File: config.mk
export PLATFORM = sky130hd
export DESIGN_NAME = flash_erase_host
export DESIGN_NICKNAME = d
export VERILOG_FILES = /design/src/rtl/flash_host_pkg.sv /design/src/rtl/bus_cycle_timer.sv /design/src/rtl/flash_erase_host.sv
export VERILOG_INCLUDE_DIRS = /design/src /design/src/rtl
export SDC_FILE = /design/constraint.sdc
export NUM_CORES = 1
export LEC_CHECK = 0
export BUFFER_PORTS_ARGS = -buffer_cell sky130_fd_sc_hd__buf_2
export CAP_MARGIN = 20
export CORE_ASPECT_RATIO = 1.75
export CORE_MARGIN = 1
export CORE_UTILIZATION = 23
export DETAILED_ROUTE_END_ITERATION = 7
export GPL_TIMING_DRIVEN = 0
export MAX_ROUTING_LAYER = met4
export SYNTH_ARGS = -nofsm -noshare
export SYNTH_HDL_FRONTEND = slang
export SYNTH_SLANG_ARGS = --single-unit
File: constraint.sdc
create_clock -name CLK_I -period 5.7 [get_ports CLK_I]
set_input_delay 0.855 -clock CLK_I [delete_from_list [all_inputs] [get_ports CLK_I]]
set_output_delay 0.855 -clock CLK_I [all_outputs]
set_load 0.02 [all_outputs]
File: src/rtl/flash_host_defines.svh
`ifndef FLASH_HOST_DEFINES_SVH
`define FLASH_HOST_DEFINES_SVH

// Bus widths of the flash part
`define ADDR_W 19
`define DATA_W 16

// Clock and pin timing
`define CLK_NS 50
`define T_WAKE_NS 300
`define T_ACC_NS 120
`define T_WP_NS 50
`define WAKE_CYC ((`T_WAKE_NS + `CLK_NS - 1) / `CLK_NS)
`define ACC_CYC ((`T_ACC_NS + `CLK_NS - 1) / `CLK_NS)
`define WP_CYC ((`T_WP_NS + `CLK_NS - 1) / `CLK_NS)

// Command codes written on the low data byte
`define CMD_ERASE_SETUP 8'h20
`define CMD_CONFIRM 8'hD0
`define CMD_READ_ARRAY 8'hFF
`define CMD_READ_STATUS 8'h70
`define CMD_CLEAR_STATUS 8'h50
`define CMD_SUSPEND 8'hB0

// Field positions of status_flags
`define BIT_ENGINE_READY 7
`define BIT_SUSPENDED 6
`define BIT_ERASE_FAIL 5
`define BIT_PROGRAM_FAIL 4
`define BIT_SUPPLY_LOW 3

`endif

File: src/rtl/flash_host_pkg.sv
package flash_host_pkg;

    typedef enum logic [2:0] {
        OP_ERASE, OP_SUSPEND, OP_RESUME, OP_READ,
        OP_STATUS, OP_CLEAR, OP_POWER_DOWN, OP_WAKE
    } op_t;

    typedef enum {
        ST_RST_HOLD, ST_WAKE_WAIT, ST_FIRST_READ, ST_IDLE,
        ST_ERASE_SETUP, ST_ERASE_CONFIRM, ST_POLL, ST_SUSPEND_WR,
        ST_RESUME_WR, ST_CLEAR, ST_TO_ARRAY, ST_READ_CMD,
        ST_STATUS_CMD, ST_READ_DATA, ST_DONE, ST_PDOWN
    } state_t;

    typedef enum {PH_IDLE, PH_SETUP, PH_ACTIVE, PH_RECOVER} phase_t;

    typedef struct packed {
        op_t op;
        logic [18:0] addr;
    } req_t;

    typedef struct packed {
        logic [15:0] data;
        logic [7:0] status;
        logic supply_low;
        logic seq_error;
        logic erase_fail;
        logic refused;
    } rsp_t;

    typedef struct packed {
        logic ce_n;
        logic oe_n;
        logic we_n;
        logic powerdown_reset_n;
    } ctl_t;

endpackage

File: src/rtl/bus_cycle_timer.sv
`timescale 1ns/1ps
`default_nettype none

module bus_cycle_timer (
    input wire logic clk_i,
    input wire logic rst_i,
    input wire logic load_i,
    input wire logic [3:0] count_i,
    output logic done_o
);
    logic [3:0] cnt_ff;
    logic [3:0] nxt_cnt;

    assign nxt_cnt = load_i ? count_i : ((cnt_ff != 4'h0) ? cnt_ff - 4'h1 : cnt_ff);
    assign done_o = (cnt_ff == 4'h0) && !load_i;

    always_ff @(posedge clk_i) begin
        if (rst_i) begin
            cnt_ff <= 4'h0;
        end else begin
            cnt_ff <= nxt_cnt;
        end
    end
endmodule // bus_cycle_timer

`default_nettype wire

File: src/rtl/flash_erase_host.sv
`timescale 1ns/1ps
`default_nettype none
`include "flash_host_defines.svh"

// Contract
// - Host issues erase-resume after other-block reads; engine finishes the erase.
// - After a resumed erase ends, host reads status, clears it, then continues.
// - Erase starts with 20H then D0H, both at an address in the block.
// - Host toggles OE or CE per status read; bit 7 high means ready.
// - After the last erase the host writes FFH to return to array read.
// - Host clears status after an error before any retry or recovery.
// - After power-up host selects the chip or presents an address before reading.
// - Command write only with write strobe and chip select both low.
module flash_erase_host (
    input wire logic CLK_I,
    input wire logic RST_I,
    input wire logic REQ_VALID_I,
    input wire flash_host_pkg::req_t REQ_I,
    output logic REQ_READY_O,
    output logic RSP_VALID_O,
    output var flash_host_pkg::rsp_t RSP_O,
    output var flash_host_pkg::ctl_t FL_CTL_O,
    output logic [`ADDR_W-1:0] FL_ADDR_O,
    input wire logic [`DATA_W-1:0] FL_DQ_I,
    output logic [`DATA_W-1:0] FL_DQ_O,
    output logic FL_DQ_OE_N_O
);
    flash_host_pkg::state_t state_ff, nxt_state;
    flash_host_pkg::phase_t phase_ff, nxt_phase;
    flash_host_pkg::op_t op_ff;
    flash_host_pkg::rsp_t rsp_ff, nxt_rsp;
    logic [`ADDR_W-1:0] addr_ff;
    logic [`DATA_W-1:0] dq_ff, rdata_ff;
    logic [7:0] status_ff;
    logic suspended_ff, susp_pend_ff, rsp_valid_ff;
    logic wr_step, rd_step, in_cycle, cyc_end, read_end, tmr_done, tmr_load;
    logic take, go, refuse, op_bad, erase_running, suspend_slot;
    logic [7:0] cmd_code;
    logic [3:0] tmr_count;

    ////////////////////////////////////////////////////////////////////////////
    // Step decode

    assign wr_step = (state_ff == flash_host_pkg::ST_ERASE_SETUP)
        || (state_ff == flash_host_pkg::ST_ERASE_CONFIRM)
        || (state_ff == flash_host_pkg::ST_SUSPEND_WR)
        || (state_ff == flash_host_pkg::ST_RESUME_WR)
        || (state_ff == flash_host_pkg::ST_CLEAR)
        || (state_ff == flash_host_pkg::ST_TO_ARRAY)
        || (state_ff == flash_host_pkg::ST_READ_CMD)
        || (state_ff == flash_host_pkg::ST_STATUS_CMD);
    assign rd_step = (state_ff == flash_host_pkg::ST_POLL)
        || (state_ff == flash_host_pkg::ST_READ_DATA)
        || (state_ff == flash_host_pkg::ST_FIRST_READ);
    // Confirm and resume share one code; both go to addr_ff, the block address for confirm but the resume request's own address for resume
    assign cmd_code = (state_ff == flash_host_pkg::ST_ERASE_SETUP) ? `CMD_ERASE_SETUP :
        (state_ff == flash_host_pkg::ST_ERASE_CONFIRM) ? `CMD_CONFIRM :
        (state_ff == flash_host_pkg::ST_RESUME_WR) ? `CMD_CONFIRM :
        (state_ff == flash_host_pkg::ST_SUSPEND_WR) ? `CMD_SUSPEND :
        (state_ff == flash_host_pkg::ST_CLEAR) ? `CMD_CLEAR_STATUS :
        (state_ff == flash_host_pkg::ST_STATUS_CMD) ? `CMD_READ_STATUS : `CMD_READ_ARRAY;

    assign in_cycle = (phase_ff == flash_host_pkg::PH_SETUP)
        || (phase_ff == flash_host_pkg::PH_ACTIVE);
    assign cyc_end = (phase_ff == flash_host_pkg::PH_RECOVER);
    assign read_end = (phase_ff == flash_host_pkg::PH_ACTIVE) && tmr_done && rd_step;

    ////////////////////////////////////////////////////////////////////////////
    // Request port

    assign erase_running = (op_ff == flash_host_pkg::OP_ERASE)
        || (op_ff == flash_host_pkg::OP_RESUME);
    // A suspend is only taken while an erase is being polled
    assign suspend_slot = (state_ff == flash_host_pkg::ST_POLL) && erase_running
        && !susp_pend_ff && (REQ_I.op == flash_host_pkg::OP_SUSPEND);
    assign REQ_READY_O = (state_ff == flash_host_pkg::ST_IDLE)
        || (state_ff == flash_host_pkg::ST_PDOWN) || suspend_slot;
    assign take = REQ_VALID_I && REQ_READY_O;
    assign op_bad = suspended_ff ?
        !((REQ_I.op == flash_host_pkg::OP_READ) || (REQ_I.op == flash_host_pkg::OP_STATUS)
        || (REQ_I.op == flash_host_pkg::OP_RESUME)
        || (REQ_I.op == flash_host_pkg::OP_POWER_DOWN)) :
        ((REQ_I.op == flash_host_pkg::OP_RESUME) || (REQ_I.op == flash_host_pkg::OP_WAKE)
        || (REQ_I.op == flash_host_pkg::OP_SUSPEND));
    assign refuse = take && (((state_ff == flash_host_pkg::ST_IDLE) && op_bad)
        || ((state_ff == flash_host_pkg::ST_PDOWN) && (REQ_I.op != flash_host_pkg::OP_WAKE)));
    assign go = take && !refuse;

    ////////////////////////////////////////////////////////////////////////////
    // Sequencer

    always_comb begin
        nxt_state = state_ff;
        case (state_ff)
            flash_host_pkg::ST_RST_HOLD: nxt_state = flash_host_pkg::ST_WAKE_WAIT;
            flash_host_pkg::ST_WAKE_WAIT: if (tmr_done) nxt_state = flash_host_pkg::ST_FIRST_READ;
            flash_host_pkg::ST_FIRST_READ: if (cyc_end) begin
                nxt_state = (op_ff == flash_host_pkg::OP_WAKE) ?
                    flash_host_pkg::ST_DONE : flash_host_pkg::ST_IDLE;
            end
            flash_host_pkg::ST_IDLE: if (go) begin
                case (REQ_I.op)
                    flash_host_pkg::OP_ERASE: nxt_state = flash_host_pkg::ST_ERASE_SETUP;
                    flash_host_pkg::OP_RESUME: nxt_state = flash_host_pkg::ST_RESUME_WR;
                    flash_host_pkg::OP_READ: nxt_state = flash_host_pkg::ST_READ_CMD;
                    flash_host_pkg::OP_STATUS: nxt_state = flash_host_pkg::ST_STATUS_CMD;
                    flash_host_pkg::OP_CLEAR: nxt_state = flash_host_pkg::ST_CLEAR;
                    flash_host_pkg::OP_POWER_DOWN: nxt_state = flash_host_pkg::ST_PDOWN;
                    default: nxt_state = flash_host_pkg::ST_IDLE;
                endcase
            end
            flash_host_pkg::ST_ERASE_SETUP: if (cyc_end) nxt_state = flash_host_pkg::ST_ERASE_CONFIRM;
            flash_host_pkg::ST_ERASE_CONFIRM: if (cyc_end) nxt_state = flash_host_pkg::ST_POLL;
            flash_host_pkg::ST_POLL: if (cyc_end) begin
                if (susp_pend_ff) begin
                    nxt_state = flash_host_pkg::ST_SUSPEND_WR;
                end else if (rdata_ff[`BIT_ENGINE_READY]) begin
                    nxt_state = (op_ff == flash_host_pkg::OP_SUSPEND) ?
                        flash_host_pkg::ST_DONE : flash_host_pkg::ST_CLEAR;
                end
            end
            flash_host_pkg::ST_SUSPEND_WR: if (cyc_end) nxt_state = flash_host_pkg::ST_POLL;
            flash_host_pkg::ST_RESUME_WR: if (cyc_end) nxt_state = flash_host_pkg::ST_POLL;
            flash_host_pkg::ST_CLEAR: if (cyc_end) begin
                nxt_state = (op_ff == flash_host_pkg::OP_CLEAR) ?
                    flash_host_pkg::ST_DONE : flash_host_pkg::ST_TO_ARRAY;
            end
            flash_host_pkg::ST_TO_ARRAY: if (cyc_end) nxt_state = flash_host_pkg::ST_DONE;
            flash_host_pkg::ST_READ_CMD: if (cyc_end) nxt_state = flash_host_pkg::ST_READ_DATA;
            flash_host_pkg::ST_STATUS_CMD: if (cyc_end) nxt_state = flash_host_pkg::ST_READ_DATA;
            flash_host_pkg::ST_READ_DATA: if (cyc_end) nxt_state = flash_host_pkg::ST_DONE;
            flash_host_pkg::ST_DONE: nxt_state = flash_host_pkg::ST_IDLE;
            flash_host_pkg::ST_PDOWN: if (go) nxt_state = flash_host_pkg::ST_WAKE_WAIT;
            default: nxt_state = flash_host_pkg::ST_IDLE;
        endcase
    end

    // Every bus cycle has idle and recovery cycles with CE and OE high around it
    always_comb begin
        nxt_phase = phase_ff;
        case (phase_ff)
            flash_host_pkg::PH_IDLE: if (wr_step || rd_step) nxt_phase = flash_host_pkg::PH_SETUP;
            flash_host_pkg::PH_SETUP: nxt_phase = flash_host_pkg::PH_ACTIVE;
            flash_host_pkg::PH_ACTIVE: if (tmr_done) nxt_phase = flash_host_pkg::PH_RECOVER;
            flash_host_pkg::PH_RECOVER: nxt_phase = flash_host_pkg::PH_IDLE;
            default: nxt_phase = flash_host_pkg::PH_IDLE;
        endcase
    end

    assign tmr_load = (phase_ff == flash_host_pkg::PH_SETUP)
        || (state_ff == flash_host_pkg::ST_RST_HOLD)
        || ((state_ff == flash_host_pkg::ST_PDOWN) && go);
    // Wake wait covers the device's recovery from deep power-down
    assign tmr_count = (phase_ff == flash_host_pkg::PH_SETUP) ?
        (wr_step ? 4'(`WP_CYC - 1) : 4'(`ACC_CYC - 1)) : 4'(`WAKE_CYC - 1);

    bus_cycle_timer u_timer (
        .clk_i(CLK_I),
        .rst_i(RST_I),
        .load_i(tmr_load),
        .count_i(tmr_count),
        .done_o(tmr_done)
    );

    // Errors are decoded from the last status byte read
    assign nxt_rsp.data = rdata_ff;
    assign nxt_rsp.status = status_ff;
    assign nxt_rsp.supply_low = status_ff[`BIT_SUPPLY_LOW];
    assign nxt_rsp.seq_error = status_ff[`BIT_ERASE_FAIL] && status_ff[`BIT_PROGRAM_FAIL];
    assign nxt_rsp.erase_fail = status_ff[`BIT_ERASE_FAIL] && !status_ff[`BIT_PROGRAM_FAIL];
    assign nxt_rsp.refused = refuse;

    always_ff @(posedge CLK_I) begin
        if (RST_I) begin
            state_ff <= flash_host_pkg::ST_RST_HOLD;
            phase_ff <= flash_host_pkg::PH_IDLE;
            op_ff <= flash_host_pkg::OP_READ;
            addr_ff <= 19'h0_0000;
            dq_ff <= 16'h0000;
            rdata_ff <= 16'h0000;
            status_ff <= 8'h00;
            suspended_ff <= 1'b0;
            susp_pend_ff <= 1'b0;
            rsp_valid_ff <= 1'b0;
            rsp_ff <= '0;
        end else begin
            state_ff <= nxt_state;
            phase_ff <= nxt_phase;
            if (go || suspend_slot && take) op_ff <= REQ_I.op;
            if (go && (state_ff == flash_host_pkg::ST_IDLE)) addr_ff <= REQ_I.addr;
            if (nxt_phase == flash_host_pkg::PH_SETUP) dq_ff <= {8'h00, cmd_code};
            if (read_end) rdata_ff <= FL_DQ_I;
            if (read_end && ((state_ff == flash_host_pkg::ST_POLL)
                || (op_ff == flash_host_pkg::OP_STATUS))) status_ff <= FL_DQ_I[7:0];
            if (take && suspend_slot) begin
                susp_pend_ff <= 1'b1;
            end else if ((state_ff == flash_host_pkg::ST_SUSPEND_WR)
                || (state_ff == flash_host_pkg::ST_DONE)) begin
                // A suspend that lost the race with erase completion must not linger
                susp_pend_ff <= 1'b0;
            end
            // Power-down aborts the erase, so the suspended erase is gone too
            if (go && ((REQ_I.op == flash_host_pkg::OP_RESUME)
                || (REQ_I.op == flash_host_pkg::OP_POWER_DOWN))) begin
                suspended_ff <= 1'b0;
            end else if ((state_ff == flash_host_pkg::ST_DONE)
                && (op_ff == flash_host_pkg::OP_SUSPEND)) begin
                suspended_ff <= status_ff[`BIT_SUSPENDED];
            end
            rsp_valid_ff <= (state_ff == flash_host_pkg::ST_DONE) || refuse
                || (go && (REQ_I.op == flash_host_pkg::OP_POWER_DOWN));
            rsp_ff <= nxt_rsp;
        end
    end

    ////////////////////////////////////////////////////////////////////////////
    // Pins

    assign FL_CTL_O.ce_n = !in_cycle;
    assign FL_CTL_O.oe_n = !((phase_ff == flash_host_pkg::PH_ACTIVE) && rd_step);
    assign FL_CTL_O.we_n = !((phase_ff == flash_host_pkg::PH_ACTIVE) && wr_step);
    assign FL_CTL_O.powerdown_reset_n = !((state_ff == flash_host_pkg::ST_RST_HOLD)
        || (state_ff == flash_host_pkg::ST_PDOWN));
    assign FL_ADDR_O = addr_ff;
    assign FL_DQ_O = dq_ff;
    assign FL_DQ_OE_N_O = !(wr_step && in_cycle);
    assign RSP_VALID_O = rsp_valid_ff;
    assign RSP_O = rsp_ff;

    ////////////////////////////////////////////////////////////////////////////
    // Checks

    AST_WE_NEEDS_CE: assert property (@(posedge CLK_I) disable iff (RST_I)
        !FL_CTL_O.we_n |-> !FL_CTL_O.ce_n && FL_CTL_O.oe_n && !FL_DQ_OE_N_O)
        else $error("Write strobe low without chip select or data drive");
    AST_CONFIRM_FOLLOWS_SETUP: assert property (@(posedge CLK_I) disable iff (RST_I)
        $rose(state_ff == flash_host_pkg::ST_ERASE_CONFIRM)
        |-> $past(state_ff) == flash_host_pkg::ST_ERASE_SETUP && $stable(addr_ff)
        ##2 !FL_CTL_O.we_n && FL_DQ_O[7:0] == `CMD_CONFIRM)
        else $error("Erase confirm not written right after setup");
    AST_STATUS_TOGGLE: assert property (@(posedge CLK_I) disable iff (RST_I)
        $rose(FL_CTL_O.oe_n) |-> FL_CTL_O.ce_n ##1 (FL_CTL_O.ce_n && FL_CTL_O.oe_n))
        else $error("Read strobes not toggled between status reads");
    AST_RESUME_CODE: assert property (@(posedge CLK_I) disable iff (RST_I)
        (state_ff == flash_host_pkg::ST_RESUME_WR && cyc_end)
        |-> $past(FL_DQ_O[7:0], 2) == `CMD_CONFIRM ##1 state_ff == flash_host_pkg::ST_POLL)
        else $error("Resume not followed by polling of the erase");
    AST_CLEAR_AFTER_POLL: assert property (@(posedge CLK_I) disable iff (RST_I)
        ($rose(state_ff == flash_host_pkg::ST_CLEAR) && op_ff != flash_host_pkg::OP_CLEAR)
        |-> $past(state_ff) == flash_host_pkg::ST_POLL && rdata_ff[`BIT_ENGINE_READY])
        else $error("Status clear without a ready status read");
    AST_CLEAR_CODE: assert property (@(posedge CLK_I) disable iff (RST_I)
        (state_ff == flash_host_pkg::ST_CLEAR && !FL_CTL_O.we_n)
        |-> FL_DQ_O[7:0] == `CMD_CLEAR_STATUS)
        else $error("Wrong code during status clear");
    AST_ARRAY_AFTER_CLEAR: assert property (@(posedge CLK_I) disable iff (RST_I)
        (state_ff == flash_host_pkg::ST_CLEAR && cyc_end && op_ff != flash_host_pkg::OP_CLEAR)
        |=> ##[1:4] (!FL_CTL_O.we_n && FL_DQ_O[7:0] == `CMD_READ_ARRAY))
        else $error("No array read command after erase completion");
    AST_FIRST_ACCESS: assert property (@(posedge CLK_I) disable iff (RST_I)
        (state_ff == flash_host_pkg::ST_WAKE_WAIT && tmr_done)
        |=> state_ff == flash_host_pkg::ST_FIRST_READ ##2 (!FL_CTL_O.ce_n && !FL_CTL_O.oe_n))
        else $error("Chip not selected after wake");
endmodule // flash_erase_host

`default_nettype wire

==> results.md <==
- Status: finished clean
- Power per cell area: 392 nW/um^2
- Die Height: 189 um
- Unique cell type count in the Yosys netlist: 53
- Crit-path slowest cell: dfxtp_1
- Fin crit share: roughly 54%
- Crit Reg-Reg Startpoint: phase_ff[11]
- CTS tree: done
- Post-route design area: about 6000 sq um
- Setup TNS: 0 ns
- Largest net degree at the start of global routing: 17
- Most common cell after layout, fill and taps aside: dfxtp_1
- GP Congestion: roughly 0.92
- Crit end category: primary output
- Hold buffers post-CTS: 0
- Hold Path Origin: rdata_ff[0]
- Post-layout minimum cycle time: between 3 and 4 ns
- Fill cells: 2038
- P&R area growth vs syn: 33.7%
- Gr ovfl total: 0
- CP max FO: 10
- Setup repair bufs after CTS: 0
- Die width: between 100 and 150 um
- Largest delay share family, worst path: buffers and inverters
- IO Port Bufs: 101
- FFs w/ async S/R, synth: 0%
- Placed cell area: roughly 5600 sq um
- Synthesized area per cell: 10.1 sq um
- DRC: 0
- Via count: 3676
- Maximum VDD drop: 0.171 mV
- Post-DP HPWL: just over 9 mm
- Worst path max stage delay: about 0.45 ns
- Number of global-route vias before repair: about 3600
- Ys Warns: 0
- Area of the multi-input gates: slightly above 2000 sq um
- CP arrival: around 2.2 ns
- Nets: 655
- Crit path buffers/inverters: 3
- Unrepaired setup endpoints after global routing: no
- Initial antenna violation count: 2
- Rel. slew slack: around 47%
- GR Util All Layers: 12.5%
- Register area share after synthesis: a little over half
- Root Driver: clkbuf_16
- Commonest register cell after synthesis: dfxtp_1
- Layout cell share with drive strength beyond 1: roughly 28%
- First-pass GRT wire length: approximately 18 mm
- Mapped cell area: 4610 sq um
- Initial DRT Pass Iterations: 7
- IO Pins: ~110
- Worst-path cell chain: buf_2, clkbuf_1, o21ai_0, nand2_1, o21ai_0, nand3_1, buf_2
- Worst setup margin: ~2.6 ns
- Met2 Use GR: between 20% and 30%
- WL/cell: between 10 and 15 um
- Hold crit path type: reg2reg
- Die ar.: around 21000 sq um
- Leak pwr: between 2 and 3 nW
- Post-Place Setup Slack: 2.54 ns
- CP startpoint kind: flop
- WL final: ~12 mm
- Via density: 4.21
- Post-synth EDFFs: 0
- Routed Antenna Nets: 0
- WP data required: around 4.9 ns
- Initial core utilization: about a quarter
- Register bit count reported by yosys: 121
- Maximum Capacitance Violations: 0
- FP Rows: between 60 and 70
- Met1 Resource Use GR: between 10% and 20%
- CTS Buffer Depth: 2
- Worst-Skew Late Latency: 0.41 ns
- Syn Inst Count: ~460
- WS Path Type: reg2out
- Post-cts gate resize count: 0
- Total CTS buffers: 17
- Final clock skew: 0.0120 ns
- FF/Latch Area: roughly 2400 sq um
- Maximum clock rate: about 320 MHz
- Setup violators final: 0
- Final Hold Vio Count: 0
- Total power: between 2 and 2.5 mW
- CTS H-Tree Depth: 4
- Clock-pin slew on the worst setup and hold paths: ~0.05 ns
- Met3 GRT Util: under 10%
- First DRT Iteration DRCs: 101
- Worst Hold Slack: around 0.46 ns
- Final Slew Violations: 0
- Worst Setup SP: state_ff[2]
- Most frequent cells in the layout: dfxtp_1, buf_2, nor2_1
- Sink Count: 121
- Busiest grt layer: met2
- Worst Tran Pin Value: 0.796 ns
- Core box area: between 15000 and 20000 sq um
power breakdown:
part           leakage [nW]  switching, mW  internal, mW
clock network         0.294          0.384         0.697
logic                  1.31          0.269         0.157
registers             0.987         0.0221         0.883
area by class of cell:
class	instances	share of cell area (%)
clock buffers	20	7.25
diodes	2	0.0813
clock inverters	12	2.42
well taps	245	4.98
plain buffers	38	3.58
inverters	9	0.548
flip-flops and latches	121	39.3
multi-input cells	325	33.6
repair buffers	101	8.21
per-layer routing:
| metal | part of all wire, % | up-vias | wire length [um] |
|---|---|---|---|
| li1 | - | 1846 | - |
| met1 | 36 | 1692 | 4410 |
| met2 | 56 | 108 | 6740 |
| met3 | 3.7 | 30 | 445 |
| met4 | 4.1 | 0 | 492 |
| met5 | 0 | - | 0 |
cells by family after synthesis:
logic type / count (synthesis) / share of synthesized area, %
other: 1 / 0.0814
adders and majority gates: 1 / 0.271
buffers and inverters: 47 / 5.51
DFF: 121 / 52.6
muxes: 46 / 9.99
xor gates and xnor gates: 1 / 0.190
AOI/OAI and AO/OA: 65 / 9.75
and+or+nand+nor: 174 / 21.6
worst paths after layout:
| kind | to | slack (ns) | depth (start not counted) |
|---|---|---|---|
| min | RSP_O[12] | 0.46 | 1 |
| max reg2reg | state_ff[3] | 3.11 | 6 |
| min reg2reg | RSP_O[12] | 0.46 | 1 |
| max | FL_CTL_O[1] | 2.60 | 7 |
synthesized netlist by cell type (2+ instances only):
cell type	instances	area share (%)
a2111o_1	2	0.49
a211oi_1	4	0.65
a21oi_1	16	1.7
a311oi_1	7	1.3
a31oi_1	2	0.27
and2_1	3	0.41
and3_1	2	0.27
and4b_1	3	0.65
buf_1	2	0.16
buf_2	8	0.87
buf_4	14	2.3
buf_6	2	0.49
clkbuf_1	12	0.98
dfxtp_1	121	53
inv_1	9	0.73
mux2i_1	46	10
nand2_1	14	1.1
nand2b_1	7	0.95
nand3_1	5	0.54
nand3b_1	5	0.81
nand4_1	2	0.27
nor2_1	67	5.5
nor2b_1	32	4.3
nor3_1	3	0.33
nor3b_1	6	0.98
nor4_1	4	0.54
nor4_2	4	1.1
nor4_4	2	0.92
nor4b_1	2	0.38
nor4b_2	2	0.65
o2111ai_1	2	0.38
o211a_1	2	0.43
o211ai_1	3	0.49
o21ai_0	18	2.0
or2_2	3	0.41
or3_1	2	0.27
or3b_2	2	0.38
state kept, by name (all words and copies together) (netlist names), 3 cells and up:
| signal | flops |
|---|---|
| rdata_ff | 16 |
| u_timer.cnt_ff | 4 |
| FL_ADDR_O | 19 |
| op_ff | 3 |
| state_ff | 4 |
| FL_DQ_O | 5 |
| status_ff | 8 |
| phase_ff | 32 |
| RSP_O | 27 |
worst reg2reg max path: stages, from the launching register on:
cell and delay, ns:
dfxtp_1 0.29, nor4_1 0.31, nand4_1 0.35, nor3b_1 0.76, o2111ai_1 0.32, and3_1 0.25
a31o_2 0.20
through the flow:
stage	cells	util, %
after floorplan	493	-
after global routing	873	31.3
after detailed placement	839	28.3
final	873	31.3
after CTS	871	31.3
after global placement	839	28.3
(Power assumes the default switching activity.)
